$ cat src/rtl/sfe_defs.svh
`ifndef SFE_DEFS_SVH
`define SFE_DEFS_SVH

// ----------------------------------------
// Timing
// ----------------------------------------
`define SFE_CLK_PERIOD_NS 100
`define SFE_REF_LAT_NS 11500
`define SFE_REF_MAX_CYC (`SFE_REF_LAT_NS / `SFE_CLK_PERIOD_NS)
`define SFE_REF_URGENT_CYC (`SFE_REF_MAX_CYC - 2 * `SFE_VID_BURST_WORDS)

// ----------------------------------------
// Burst shapes
// ----------------------------------------
`define SFE_VID_BURST_WORDS 16
`define SFE_QUAD_WORDS 4
`define SFE_QUAD_BYTES 16

// ----------------------------------------
// Address fields
// ----------------------------------------
`define SFE_QTAG_LSB 4
`define SFE_WORD_LSB 2
`define SFE_REGION_LSB 26

// ----------------------------------------
// Reset values and default widths
// ----------------------------------------
`define SFE_FLUSH_RST 8'h00
`define SFE_REF_PERIOD_W 12
`define SFE_FLUSH_W 8

`endif

$ cat src/rtl/sfe_pkg.sv
package sfe_pkg;

    typedef enum logic [1:0] {
        SFE_CMD_READ = 2'h0,
        SFE_CMD_WRITE = 2'h1,
        SFE_CMD_REFRESH = 2'h2
    } sfe_cmd_t;

    typedef enum logic [1:0] {
        SFE_SZ_BYTE = 2'h0,
        SFE_SZ_HALF = 2'h1,
        SFE_SZ_WORD = 2'h2
    } sfe_size_t;

    typedef enum logic [2:0] {
        SFE_ST_IDLE,
        SFE_ST_VCMD,
        SFE_ST_VDAT,
        SFE_ST_REF0,
        SFE_ST_REF1,
        SFE_ST_RCMD,
        SFE_ST_RDAT,
        SFE_ST_WCMD
    } sfe_state_t;

endpackage : sfe_pkg

$ cat src/rtl/sfe_ref_timer.sv
`timescale 1ns/10ps
`include "sfe_defs.svh"

module sfe_ref_timer #(
    parameter int PW = `SFE_REF_PERIOD_W
) (
    input wire logic clk,
    input wire logic srst,
    input wire logic enable,
    input wire logic [PW-1:0] period,
    input wire logic served,
    output logic pending,
    output logic urgent
);

    localparam logic [7:0] URGENT_CYC = 8'(`SFE_REF_URGENT_CYC);

    logic [PW-1:0] cnt_r;
    logic tick;
    logic [7:0] wait_r;

    assign tick = enable && (cnt_r == '0);

    // ----------------------------------------
    // Period counter
    // ----------------------------------------
    always_ff @(posedge clk)
    begin
        if (srst || !enable)
            cnt_r <= period;
        else if (tick)
            cnt_r <= period;
        else
            cnt_r <= cnt_r - 1'b1;
    end

    // Tick wins over a simultaneous service
    always_ff @(posedge clk)
    begin
        if (srst)
            pending <= 1'b0;
        else if (tick)
            pending <= 1'b1;
        else if (served)
            pending <= 1'b0;
    end

    // ----------------------------------------
    // Waiting time of a pending refresh
    // ----------------------------------------
    always_ff @(posedge clk)
    begin
        if (srst || !pending || served)
            wait_r <= 8'h00;
        else if (wait_r != 8'hff)
            wait_r <= wait_r + 8'h01;
    end

    assign urgent = pending && (wait_r >= URGENT_CYC);

endmodule : sfe_ref_timer

$ cat src/rtl/sfe_front_end.sv
`timescale 1ns/10ps
`include "sfe_defs.svh"

module sfe_front_end #(
    parameter int RPW = `SFE_REF_PERIOD_W,
    parameter int FW = `SFE_FLUSH_W,
    parameter logic [5:0] VID_REGION = 6'h01
) (
    input wire logic clk,
    input wire logic srst,
    input wire logic wbuf_en,
    input wire logic refresh_en,
    input wire logic [RPW-1:0] refresh_period,
    input wire logic [FW-1:0] flush_timeout,
    input wire logic m_req,
    input wire logic m_sel,
    input wire logic m_write,
    input wire logic [25:0] m_addr,
    input wire logic [1:0] m_size,
    input wire logic [31:0] m_wdata,
    output logic m_ack,
    output logic m_blast,
    output logic [31:0] m_rdata,
    input wire logic v_req,
    input wire logic v_write,
    input wire logic [31:0] v_addr,
    output logic v_grant,
    output logic v_err,
    output logic v_rvalid,
    output logic v_last,
    output logic [31:0] v_rdata,
    output logic s_cmd_valid,
    input wire logic s_cmd_ready,
    output sfe_pkg::sfe_cmd_t s_cmd_kind,
    output logic s_cmd_dev,
    output logic [4:0] s_cmd_words,
    output logic [25:4] s_cmd_addr,
    output logic [127:0] s_cmd_wdata,
    output logic [15:0] s_cmd_wmask,
    input wire logic s_rvalid,
    input wire logic [31:0] s_rdata,
    output logic ref_pending
);

    localparam logic [4:0] VID_LAST = 5'(`SFE_VID_BURST_WORDS - 1);
    localparam logic [4:0] QUAD_LAST = 5'(`SFE_QUAD_WORDS - 1);
    localparam logic [FW-1:0] FLUSH_RST = FW'(`SFE_FLUSH_RST);

    // ----------------------------------------
    // Decoding helpers
    // ----------------------------------------
    function automatic logic [3:0] lanes(input logic [1:0] sz, input logic [1:0] a);
        logic [3:0] r;
        r = 4'h0;
        case (sz)
            sfe_pkg::SFE_SZ_WORD: r = 4'hf;
            sfe_pkg::SFE_SZ_HALF: r = a[1] ? 4'hc : 4'h3;
            default: r = 4'(4'h1 << a);
        endcase
        return r;
    endfunction : lanes

    // Beat that ends on the quad-word boundary
    function automatic logic quad_end(input logic [1:0] sz, input logic [3:0] a);
        logic r;
        r = 1'b0;
        case (sz)
            sfe_pkg::SFE_SZ_WORD: r = (a[3:2] == 2'h3);
            sfe_pkg::SFE_SZ_HALF: r = (a[3:1] == 3'h7);
            default: r = (a == 4'hf);
        endcase
        return r;
    endfunction : quad_end

    function automatic logic [31:0] replicate(input logic [31:0] w, input logic [1:0] sz,
                                              input logic [1:0] a);
        logic [31:0] r;
        r = w;
        case (sz)
            sfe_pkg::SFE_SZ_WORD: r = w;
            sfe_pkg::SFE_SZ_HALF: r = a[1] ? {2{w[31:16]}} : {2{w[15:0]}};
            default: r = {4{w[8*a +: 8]}};
        endcase
        return r;
    endfunction : replicate

    // ----------------------------------------
    // State
    // ----------------------------------------
    sfe_pkg::sfe_state_t st_r;
    logic [4:0] beat_r;
    logic [7:0] buf_data_r [0:1][0:15];
    logic [15:0] buf_mask_r [0:1];
    logic [25:4] buf_tag_r [0:1];
    logic merge_idx_r;
    logic merge_valid_r;
    logic drain_valid_r;
    logic [FW-1:0] flush_cnt_r;
    logic [31:0] line_r [0:3];
    logic [25:4] line_tag_r;
    logic line_valid_r;
    logic m_ack_r;
    logic ref_served;
    logic ref_urgent;

    // ----------------------------------------
    // Main bus request decode
    // ----------------------------------------
    logic [25:4] qtag;
    logic mreq;
    logic rd_hit;
    logic merge_hit;
    logic drain_hit;
    logic rd_accept;
    logic rd_need;
    logic rd_trig;
    logic miss_trig;
    logic tmo_trig;
    logic dis_trig;
    logic swap;
    logic wr_accept;
    logic wr_fresh;
    logic wr_tgt;
    logic vid_hit;
    logic [3:0] wr_lanes;

    assign qtag = m_addr[25:4];
    assign mreq = m_req && m_sel && !m_ack_r;
    assign rd_hit = line_valid_r && (line_tag_r == qtag);
    assign merge_hit = merge_valid_r && (buf_tag_r[merge_idx_r] == qtag);
    assign drain_hit = drain_valid_r && (buf_tag_r[!merge_idx_r] == qtag);
    assign rd_accept = mreq && !m_write && rd_hit;
    assign rd_need = mreq && !m_write && !rd_hit && !merge_hit && !drain_hit;
    assign rd_trig = mreq && !m_write && !rd_hit && merge_hit;
    assign miss_trig = mreq && m_write && merge_valid_r && !merge_hit;
    assign tmo_trig = merge_valid_r && (flush_cnt_r == '0);
    assign dis_trig = merge_valid_r && !wbuf_en;
    assign swap = !drain_valid_r && (rd_trig || miss_trig || tmo_trig || dis_trig);
    assign wr_accept = mreq && m_write && (!merge_valid_r || (merge_hit && wbuf_en) || swap);
    assign wr_fresh = !merge_valid_r || swap;
    assign wr_tgt = swap ? !merge_idx_r : merge_idx_r;
    assign vid_hit = (v_addr[31:`SFE_REGION_LSB] == VID_REGION);
    assign wr_lanes = lanes(m_size, m_addr[1:0]);

    // ----------------------------------------
    // Refresh request timer
    // ----------------------------------------
    assign ref_served = (st_r == sfe_pkg::SFE_ST_REF1) && s_cmd_ready;

    sfe_ref_timer #(
        .PW(RPW)
    ) u_ref_timer (
        .clk(clk),
        .srst(srst),
        .enable(refresh_en),
        .period(refresh_period),
        .served(ref_served),
        .pending(ref_pending),
        .urgent(ref_urgent)
    );

    // ----------------------------------------
    // Arbiter state machine
    // ----------------------------------------
    always_ff @(posedge clk)
    begin
        if (srst)
        begin
            st_r <= sfe_pkg::SFE_ST_IDLE;
            beat_r <= 5'h00;
        end
        else
        begin
            case (st_r)
                sfe_pkg::SFE_ST_IDLE:
                begin
                    beat_r <= 5'h00;
                    if (ref_urgent)
                        st_r <= sfe_pkg::SFE_ST_REF0;
                    else if (v_req && !v_write && vid_hit && !v_grant)
                        st_r <= sfe_pkg::SFE_ST_VCMD;
                    else if (ref_pending && !(v_req && !v_write && vid_hit))
                        st_r <= sfe_pkg::SFE_ST_REF0;
                    else if (drain_valid_r && !v_req)
                        st_r <= sfe_pkg::SFE_ST_WCMD;
                    else if (rd_need && !v_req)
                        st_r <= sfe_pkg::SFE_ST_RCMD;
                end
                sfe_pkg::SFE_ST_VCMD:
                    if (s_cmd_ready)
                        st_r <= sfe_pkg::SFE_ST_VDAT;
                sfe_pkg::SFE_ST_VDAT:
                    if (s_rvalid)
                    begin
                        beat_r <= beat_r + 5'h01;
                        if (beat_r == VID_LAST)
                            st_r <= sfe_pkg::SFE_ST_IDLE;
                    end
                sfe_pkg::SFE_ST_REF0:
                    if (s_cmd_ready)
                        st_r <= sfe_pkg::SFE_ST_REF1;
                sfe_pkg::SFE_ST_REF1:
                    if (s_cmd_ready)
                        st_r <= sfe_pkg::SFE_ST_IDLE;
                sfe_pkg::SFE_ST_RCMD:
                    if (s_cmd_ready)
                        st_r <= sfe_pkg::SFE_ST_RDAT;
                sfe_pkg::SFE_ST_RDAT:
                    if (s_rvalid)
                    begin
                        beat_r <= beat_r + 5'h01;
                        if (beat_r == QUAD_LAST)
                            st_r <= sfe_pkg::SFE_ST_IDLE;
                    end
                sfe_pkg::SFE_ST_WCMD:
                    if (s_cmd_ready)
                        st_r <= sfe_pkg::SFE_ST_IDLE;
                default:
                    st_r <= sfe_pkg::SFE_ST_IDLE;
            endcase
        end
    end

    assign s_cmd_valid = (st_r == sfe_pkg::SFE_ST_VCMD) || (st_r == sfe_pkg::SFE_ST_REF0)
        || (st_r == sfe_pkg::SFE_ST_REF1) || (st_r == sfe_pkg::SFE_ST_RCMD)
        || (st_r == sfe_pkg::SFE_ST_WCMD);

    // ----------------------------------------
    // SDRAM command fields
    // ----------------------------------------
    always_ff @(posedge clk)
    begin
        if (srst)
        begin
            s_cmd_kind <= sfe_pkg::SFE_CMD_READ;
            s_cmd_dev <= 1'b0;
            s_cmd_words <= 5'h00;
            s_cmd_addr <= '0;
            s_cmd_wdata <= '0;
            s_cmd_wmask <= 16'h0000;
        end
        else if (st_r == sfe_pkg::SFE_ST_IDLE)
        begin
            s_cmd_dev <= 1'b0;
            if (ref_urgent || (ref_pending && !(v_req && !v_write && vid_hit && !v_grant)))
                s_cmd_kind <= sfe_pkg::SFE_CMD_REFRESH;
            else if (v_req)
            begin
                s_cmd_kind <= sfe_pkg::SFE_CMD_READ;
                s_cmd_words <= VID_LAST + 5'h01;
                s_cmd_addr <= v_addr[25:4];
            end
            else if (drain_valid_r)
            begin
                s_cmd_kind <= sfe_pkg::SFE_CMD_WRITE;
                s_cmd_words <= QUAD_LAST + 5'h01;
                s_cmd_addr <= buf_tag_r[!merge_idx_r];
                s_cmd_wmask <= buf_mask_r[!merge_idx_r];
                for (int b = 0; b < `SFE_QUAD_BYTES; b++)
                    s_cmd_wdata[8*b +: 8] <= buf_data_r[!merge_idx_r][b];
            end
            else
            begin
                s_cmd_kind <= sfe_pkg::SFE_CMD_READ;
                s_cmd_words <= QUAD_LAST + 5'h01;
                s_cmd_addr <= qtag;
            end
        end
        else if ((st_r == sfe_pkg::SFE_ST_REF0) && s_cmd_ready)
            s_cmd_dev <= 1'b1;
    end

    // ----------------------------------------
    // Video bus answers
    // ----------------------------------------
    always_ff @(posedge clk)
    begin
        if (srst)
        begin
            v_grant <= 1'b0;
            v_err <= 1'b0;
            v_rvalid <= 1'b0;
            v_last <= 1'b0;
            v_rdata <= 32'h0000_0000;
        end
        else
        begin
            v_grant <= (st_r == sfe_pkg::SFE_ST_IDLE) && !ref_urgent && v_req && !v_write && vid_hit
                && !v_grant;
            v_err <= (st_r == sfe_pkg::SFE_ST_IDLE) && v_req && (v_write || !vid_hit) && !v_err;
            v_rvalid <= (st_r == sfe_pkg::SFE_ST_VDAT) && s_rvalid;
            v_last <= (st_r == sfe_pkg::SFE_ST_VDAT) && s_rvalid && (beat_r == VID_LAST);
            if ((st_r == sfe_pkg::SFE_ST_VDAT) && s_rvalid)
                v_rdata <= s_rdata;
        end
    end

    // ----------------------------------------
    // Read line fed by main-bus quad bursts
    // ----------------------------------------
    always_ff @(posedge clk)
    begin
        if (srst)
        begin
            line_valid_r <= 1'b0;
            line_tag_r <= '0;
            for (int i = 0; i < `SFE_QUAD_WORDS; i++)
                line_r[i] <= 32'h0000_0000;
        end
        else
        begin
            if ((st_r == sfe_pkg::SFE_ST_IDLE) && rd_need && !v_req && !ref_pending && !drain_valid_r)
            begin
                line_valid_r <= 1'b0;
                line_tag_r <= qtag;
            end
            else if ((st_r == sfe_pkg::SFE_ST_RDAT) && s_rvalid)
            begin
                line_r[beat_r[1:0]] <= s_rdata;
                if (beat_r == QUAD_LAST)
                    line_valid_r <= 1'b1;
            end
            else if (wr_accept && (qtag == line_tag_r))
                line_valid_r <= 1'b0;
        end
    end

    // ----------------------------------------
    // Main bus answers
    // ----------------------------------------
    always_ff @(posedge clk)
    begin
        if (srst)
        begin
            m_ack_r <= 1'b0;
            m_blast <= 1'b0;
            m_rdata <= 32'h0000_0000;
        end
        else
        begin
            m_ack_r <= rd_accept || wr_accept;
            m_blast <= (rd_accept || wr_accept) && quad_end(m_size, m_addr[3:0]);
            if (rd_accept)
                m_rdata <= replicate(line_r[m_addr[3:2]], m_size, m_addr[1:0]);
        end
    end

    assign m_ack = m_ack_r;

    // ----------------------------------------
    // Ping-pong buffer control
    // ----------------------------------------
    always_ff @(posedge clk)
    begin
        if (srst)
        begin
            merge_idx_r <= 1'b0;
            merge_valid_r <= 1'b0;
            drain_valid_r <= 1'b0;
            buf_tag_r[0] <= '0;
            buf_tag_r[1] <= '0;
        end
        else
        begin
            if (swap)
            begin
                merge_idx_r <= !merge_idx_r;
                drain_valid_r <= 1'b1;
            end
            else if ((st_r == sfe_pkg::SFE_ST_WCMD) && s_cmd_ready)
                drain_valid_r <= 1'b0;
            if (wr_accept)
            begin
                merge_valid_r <= 1'b1;
                buf_tag_r[wr_tgt] <= qtag;
            end
            else if (swap)
                merge_valid_r <= 1'b0;
        end
    end

    // ----------------------------------------
    // Merging of byte lanes
    // ----------------------------------------
    always_ff @(posedge clk)
    begin
        if (srst)
        begin
            buf_mask_r[0] <= 16'h0000;
            buf_mask_r[1] <= 16'h0000;
            for (int h = 0; h < 2; h++)
                for (int b = 0; b < `SFE_QUAD_BYTES; b++)
                    buf_data_r[h][b] <= 8'h00;
        end
        else if (wr_accept)
        begin
            buf_mask_r[wr_tgt] <= (wr_fresh ? 16'h0000 : buf_mask_r[wr_tgt])
                | (16'(wr_lanes) << {m_addr[3:2], 2'h0});
            for (int b = 0; b < 4; b++)
                if (wr_lanes[b])
                    buf_data_r[wr_tgt][{m_addr[3:2], 2'(b)}] <= m_wdata[8*b +: 8];
        end
    end

    // ----------------------------------------
    // Flush timer
    // ----------------------------------------
    always_ff @(posedge clk)
    begin
        if (srst)
            flush_cnt_r <= FLUSH_RST;
        else if (wr_accept)
            flush_cnt_r <= flush_timeout;
        else if (merge_valid_r && (flush_cnt_r != '0))
            flush_cnt_r <= flush_cnt_r - 1'b1;
    end

endmodule : sfe_front_end

$ cat config.mk
export PLATFORM = sky130hd
export DESIGN_NAME = sfe_front_end
export DESIGN_NICKNAME = d
export VERILOG_FILES = /design/src/rtl/sfe_pkg.sv /design/src/rtl/sfe_ref_timer.sv /design/src/rtl/sfe_front_end.sv
export VERILOG_INCLUDE_DIRS = /design/src /design/src/rtl
export SDC_FILE = /design/constraint.sdc
export NUM_CORES = 1
export LEC_CHECK = 0
export BUFFER_PORTS_ARGS = -buffer_cell sky130_fd_sc_hd__buf_2
export CORE_MARGIN = 2
export CORE_UTILIZATION = 55
export DETAILED_ROUTE_END_ITERATION = 6
export GPL_TIMING_DRIVEN = 1
export MAX_ROUTING_LAYER = met4
export PLACE_DENSITY = 0.76
export SLEW_MARGIN = 0
export SYNTH_ARGS = -nofsm -noshare
export SYNTH_HDL_FRONTEND = slang
export SYNTH_SLANG_ARGS = --single-unit
$ cat constraint.sdc
create_clock -name clk -period 5.4 [get_ports clk]
set_clock_uncertainty 0.2 [all_clocks]
set_input_delay 0.27 -clock clk [delete_from_list [all_inputs] [get_ports clk]]
set_output_delay 0.27 -clock clk [all_outputs]
set_load 0.02 [all_outputs]
==> flow_metrics.py, run 1 <==
metrics = {
    "power_and_ir_drop": {
        "p_total_mw": 14.0,
        "p_leak_nw": 15.3,
        "ir_drop_mv": 0.301,
        "power_density_nw_per_um2": 345,
    },
    "setup_path": {
        "rr_worst_depth": 10,
        "crit_type": "reg -> reg",
        "cp.required_ns": 5.50,
        "cp-start-kind": "flop",
        "reg2reg_from": "merge_idx_r",
        "crit_fanout": 27,
        "arrival_ns": 4.76,
        "ff2ff_setup_slack_ns": 0.74,
        "cp-end-kind": "flop",
        "rr_endpoint": "buf_data_r[1][33]",
        "startpoint": "merge_idx_r",
        "crit_end": "buf_data_r[1][33]",
    },
    "sta": {
        "slew_viol_final": 0,
        "min_period_over_period_pct": 86.2,
        "finalSetupTns_ns": 0,
        "slew_headroom_pct": 12.2,
        "fmax_ghz": 0.215,
        "period_needed_ns": 4.66,
        "finalHoldViolations": 0,
        "timing.hold.ws_ns": 0.0315,
        "grt_setup_unrepaired": "false",
        "setup_ws_ns": 0.743,
        "setup_viol": 0,
        "worst_pin_slew_ns": 1.31,
    },
    "floorplan": {
        "rows": 91,
        "chipWidth_um": 253,
        "die_area_um2": 64100,
        "initial_core_util_pct": 55.4,
        "core_um2": 61600,
        "die_h_um": 253,
        "ioPinCount": 401,
    },
    "drt": {
        "viasPerCell": 5.96,
        "initialDrtViolationCount": 2933,
        "antenna_left": 0,
        "routed_wl_mm": 98.2,
        "drc": 0,
        "route.vias.total": 26121,
        "first_pass_iters": 7,
        "drt-wirelength-per-cell_um": 22.4,
    },
    "grt": {
        "grt_max_degree": 223,
        "grt_pass1_vias": 25652,
        "overflow": 0,
        "grt_pass1_wl_mm": 148,
        "antenna_found_initial": 2,
        "grt_use_total_pct": 31.3,
    },
    "outcome": {
        "status": "completed",
    },
    "clock_network": {
        "cts.htree.levels": 3,
        "numClockSinks": 764,
        "post_cts_buffers": 0,
        "clk_path_buf_depth": 3,
        "post_cts_resized": 0,
        "cts_buffers": 81,
        "root_buffer": "clkbuf_16",
        "worstSkewPairLatency_ns": 0.63,
        "cts_hold_buf": 132,
        "cts_tree": "done",
        "path_clk_slew_ns": 0.06,
    },
    "yosys": {
        "synthesis.area_um2": 34100,
        "synth_cells": 3080,
        "ys.flop_type": "edfxtp_1",
        "async_reset_ff_share_pct": 0,
        "ys_ff_latch": 764,
        "yosysSeqAreaShare_pct": 58.3,
        "yosysWarnings": 0,
        "synth_edf_count": 460,
        "syn_area_per_cell_um2": 11.1,
        "ys_types": 69,
    },
    "finish": {
        "fin_area_um2": 40600,
        "n_fill_cell": 4499,
        "final_util_pct": 65.8,
        "layoutNonFillerInstCount": 4382,
        "ff_latch_area_um2": 19900,
        "fin_nets": 3639,
        "multi_input_area_um2": 13200,
        "syn2layout_area_growth_pct": 18.8,
        "drive_gt1_share_pct": 18.6,
    },
    "placement": {
        "hpwl_mm": 63.5,
        "port_buffers": 393,
        "dpl.cell_count": 4099,
        "place.gp.congestion": 0.910,
        "place_area_um2": 36600,
        "place_ws_ns": 0.857,
    },
    "job": {
        "max_cap_viol_count": 0,
    },
    "min_path": {
        "hold_class": "in -> reg",
    },
}
==> logic make-up (layout without fill, tap and decap cells) <==
group,count (synthesis),count (layout),synth area share (%)
AO/OA/AOI/OAI,567,567,11.5
XOR/XNOR,87,87,2.23
adder cells (fa/ha/maj),7,7,0.256
buffers and inverters,284,745,3.42
flip-flops,764,764,58.3
multiplexers,274,274,9.59
other,1,5,0.0110
AND/OR/NAND/NOR,1096,1096,14.7
==> cell type report <==
class	count	area share [%]
Tap cell	837	2.58
Multi-Input combinational cell	2034	32.5
Inverter	27	0.250
Clock buffer	109	5.69
Antenna cell	2	0.0123
Timing Repair Buffer	569	9.04
Sequential cell	764	49.1
Clock inverter	40	0.876
==> how the worst min path moves through the flow <==
| stage | start | to | slack (ns) | cells after the start |
|---|---|---|---|---|
| after floorplan | v_addr[26] | v_err | 0.17 | 1 |
| after global placement | v_rdata[25] | v_rdata[25] | 0.24 | 2 |
| after detailed placement | v_rdata[25] | v_rdata[25] | 0.25 | 2 |
| after CTS | v_addr[30] | v_grant | 0.007 | 5 |
| after global routing | srst | beat_r[0] | 0.06 | 2 |
| final | srst | beat_r[4] | 0.03 | 2 |
==> flip-flops by register name (all words and copies together) (netlist names), 16 cells and up <==
name	count
buf_tag_r	44
m_rdata	32
line_r	128
buf_data_r	256
s_cmd_wdata	128
buf_mask_r	32
s_cmd_addr	22
s_cmd_wmask	16
v_rdata	32
line_tag_r	22
==> Yosys cell counts (all sizes together), types with 5 or more instances <==
cell type  instances  area (µm²)
a211oi           221        1670
a21oi            179         907
a221o             32         320
a22oi             32         240
a31o              18         158
a31oi              6        37.5
and2             178        1110
and3              53         332
buf               53         302
clkbuf           204         766
dfxtp            304        6090
edfxtp           460       13800
ha                 7        87.6
inv               26        97.6
mux2              13         150
mux2i            221        2220
mux4              40         901
nand2            308        1160
nand2b            13        81.3
nand3             19        95.1
nand4             10        62.6
nor2             414        1550
nor2b              9        56.3
nor3              42         210
nor4              21         138
nor4b              5        43.8
o21ai             36         184
o21bai            10        75.1
o311a             11         110
or2                7        46.3
or3                6        42.5
xnor2             46         403
xor2              41         359
==> power by group <==
group	internal, mW	switching [mW]
Combinational	0.612	1.19
Clock	3.25	2.32
Sequential	6.47	0.158
==> worst max-delay path: stages, from the launching register on <==
cell and delay [ns]:
dfxtp_4 0.63, buf_4 0.34, mux2i_1 0.29, xnor2_1 0.15
nor4_1 0.34, nand4_1 0.40, o31ai_4 0.48, a21oi_4 0.17
mux2i_4 0.71, buf_4 0.28, a21o_1 0.33
==> layer usage <==
layer	share of wire (%)	GRT usage (%)	routed length, µm
met1	37	38.3	36800
met2	48	50.6	47600
met3	9.2	5.67	9060
met4	4.9	14.6	4790
met5	0	-	0
==> layout by cell type (no fill, tap or decap), drive strengths merged, types with 11 or more instances in the layout <==
cell type	Yosys	final
and2	178	178
nor2	414	414
inv	26	30
mux2i	221	221
edfxtp	460	460
a22oi	32	32
nand3	19	19
nor4	21	21
nor3	42	42
dlygate4sd3	0	132
dfxtp	304	304
o21ai	36	36
clkbuf	204	109
xnor2	46	46
a211oi	221	221
buf	53	437
a31o	18	18
o311a	11	11
and3	53	53
xor2	41	41
a221o	32	32
a21oi	179	179
nand2b	13	13
mux2	13	13
clkinv	1	27
mux4	40	40
nand2	308	308
(Power assumes the default switching activity.)
==> run 2: changes to the inputs <==
Settings changed: CORE_ASPECT_RATIO from default to 0.8.
==> run 2 against run 1 <==
  * Combinational power hardly changed
  * First-iteration DRC count is 4.1% lower
  * Register-to-register slack better by 0.03 ns
  * Final cell count is 0.46% lower
  * Flip-flop and latch count stayed put
  * Global-route usage is 0.062 points higher
  * Via count is 0.54% higher
  * Largest power group unchanged
  * Design area is 0.59% lower
  * Clock power is 5.2% lower
  * Fmax is 0.76% higher
==> flow_metrics.py, run 2 (synthesis results as in run 1) <==
metrics = {
    "setup_path": {
        "rr_worst_depth": 10,
        "arrival_ns": 4.67,
        "ff2ff_setup_slack_ns": 0.78,
        "rr_endpoint": "buf_data_r[0][101]",
        "crit_end": "buf_data_r[0][101]",
        "cp.required_ns": 5.45,
        "reg2reg_from": "merge_idx_r",
        "cp-end-kind": "flop",
        "crit_type": "reg -> reg",
        "cp-start-kind": "flop",
        "crit_fanout": 36,
        "startpoint": "merge_idx_r",
    },
    "floorplan": {
        "die_h_um": 227,
        "ioPinCount": 401,
        "die_area_um2": 64100,
        "initial_core_util_pct": 55.8,
        "rows": 81,
        "core_um2": 61200,
        "chipWidth_um": 283,
    },
    "grt": {
        "grt_pass1_vias": 25520,
        "antenna_found_initial": 6,
        "grt_max_degree": 222,
        "overflow": 0,
        "grt_pass1_wl_mm": 148,
        "grt_use_total_pct": 31.3,
    },
    "finish": {
        "largest_register_ffs": 256,
        "mostFrequentLayoutCells": "460 x edfxtp_1, 412 x nor2_1, 392 x buf_2",
        "layout_commonest_cell": "edfxtp_1",
        "fin_nets": 3627,
        "syn2layout_area_growth_pct": 18.1,
        "regMostFlops": "buf_data_r",
        "drive_gt1_share_pct": 18.4,
        "largestRegisters": "buf_data_r (256), line_r (128), s_cmd_wdata (128)",
    },
    "drt": {
        "drc": 0,
        "antenna_left": 0,
        "viasPerCell": 6.02,
        "routed_wl_mm": 98.9,
        "first_pass_iters": 6,
        "drt-wirelength-per-cell_um": 22.7,
        "route.vias.total": 26261,
        "initialDrtViolationCount": 2812,
    },
    "placement": {
        "hpwl_mm": 65.0,
        "port_buffers": 393,
        "place.gp.congestion": 0.928,
    },
    "clock_network": {
        "cts_buffers": 76,
        "path_clk_slew_ns": 0.07,
        "post_cts_resized": 0,
        "cts_tree": "done",
        "root_buffer": "clkbuf_16",
        "worstSkewPairLatency_ns": 0.62,
        "clk_path_buf_depth": 3,
        "cts.htree.levels": 3,
        "post_cts_buffers": 0,
        "numClockSinks": 764,
        "cts_hold_buf": 128,
    },
    "job": {
        "max_cap_viol_count": 0,
    },
    "min_path": {
        "hold_class": "in -> reg",
    },
    "sta": {
        "slew_headroom_pct": 9.88,
        "setup_viol": 0,
        "period_needed_ns": 4.62,
        "grt_setup_unrepaired": "false",
        "min_period_over_period_pct": 85.6,
        "fmax_ghz": 0.216,
        "finalSetupTns_ns": 0,
        "slew_viol_final": 0,
        "finalHoldViolations": 0,
        "worst_pin_slew_ns": 1.35,
    },
    "power_and_ir_drop": {
        "p_sw_share_pct": 26.7,
        "ir_drop_mv": 0.264,
        "p_comb_share_pct": 13.1,
        "p_int_mw": 10.1,
        "power_density_nw_per_um2": 340,
        "pwr-share-seq_pct": 48.4,
        "p_leak_nw": 15.2,
        "p_clk_share_pct": 38.5,
        "p_sw_mw": 3.66,
        "p_total_mw": 13.7,
    },
    "outcome": {
        "status": "completed",
    },
}
[run 2: cell types whose count changed in the layout (fill, tap and decap cells not counted), moves of 3 or more]
cell,before,now
inv_6,3,6
clkbuf_16,85,80
buf_4,41,37
dlygate4sd3_1,132,128
clkbuf_8,9,4
clkinvlp_4,4,8
[run 2: final cells by class]
| class | count | area, µm² |
|---|---|---|
| Antenna cell | 3 | 7.51 |
| Clock buffer | 98 | 2110 |
| Clock inverter | 44 | 374 |
| Fill cell | 4581 | 20900 |
| Inverter | 27 | 101 |
| Multi-Input combinational cell | 2034 | 13200 |
| Sequential cell | 764 | 19900 |
| Tap cell | 830 | 1040 |
| Timing Repair Buffer | 562 | 3620 |
[run 2: worst min-delay path by stage]
stage	cells after the start	to	startpoint	slack (ns)
after global routing	3	u_ref_timer.pending	refresh_en	0.04
after floorplan	1	v_err	v_addr[26]	0.17
final	5	v_grant	v_addr[30]	0.01
after CTS	5	v_grant	v_addr[30]	0.004
after detailed placement	2	v_rdata[13]	v_rdata[13]	0.24
after global placement	2	v_rdata[13]	v_rdata[13]	0.24
[run 2: power by group through the flow]
stage / logic (mW) / registers (mW) / clock network [mW]
global route: 1.92 / 6.67 / 5.55
finish: 1.80 / 6.64 / 5.28
detailed placement: 1.67 / 6.76 / 0
floorplan: 0.943 / 6.87 / 0
CTS: 1.75 / 6.64 / 5.30
global placement: 1.62 / 6.74 / 0
[run 2: critical path, cell delays in order, from the launching register on]
cell	delay, ns
dfxtp_4	0.74
buf_4	0.31
mux2i_1	0.26
xnor2_1	0.09
nor3_1	0.30
nand4_1	0.46
o31ai_2	0.50
nand4_1	0.18
a2bb2oi_2	0.16
buf_4	0.26
o21bai_1	0.73
[run 2: per-stage QoR]
stage	cell area [µm²]	setup WS [ns]	util (%)	cells	hold WS, ns
3_3_place_gp	36500	0.951	59.7	4089	0.238
6_report	40300	0.778	65.9	4362	0.0121
3_5_place_dp	36500	0.848	59.7	4089	0.245
5_1_grt	40300	0.546	65.9	4362	0.0382
4_1_cts	40300	0.799	65.8	4359	0.00440
2_1_floorplan	34200	1.55	-	3082	0.170
[run 2: routing by layer]
layer / part of all wire (%) / track usage (%) / up-vias
li1: - / - / 11888
met1: 40 / 41.1 / 12715
met2: 46 / 47.5 / 1382
met3: 9.7 / 6.83 / 276
met4: 4.4 / 12.7 / 0
met5: 0 / - / -
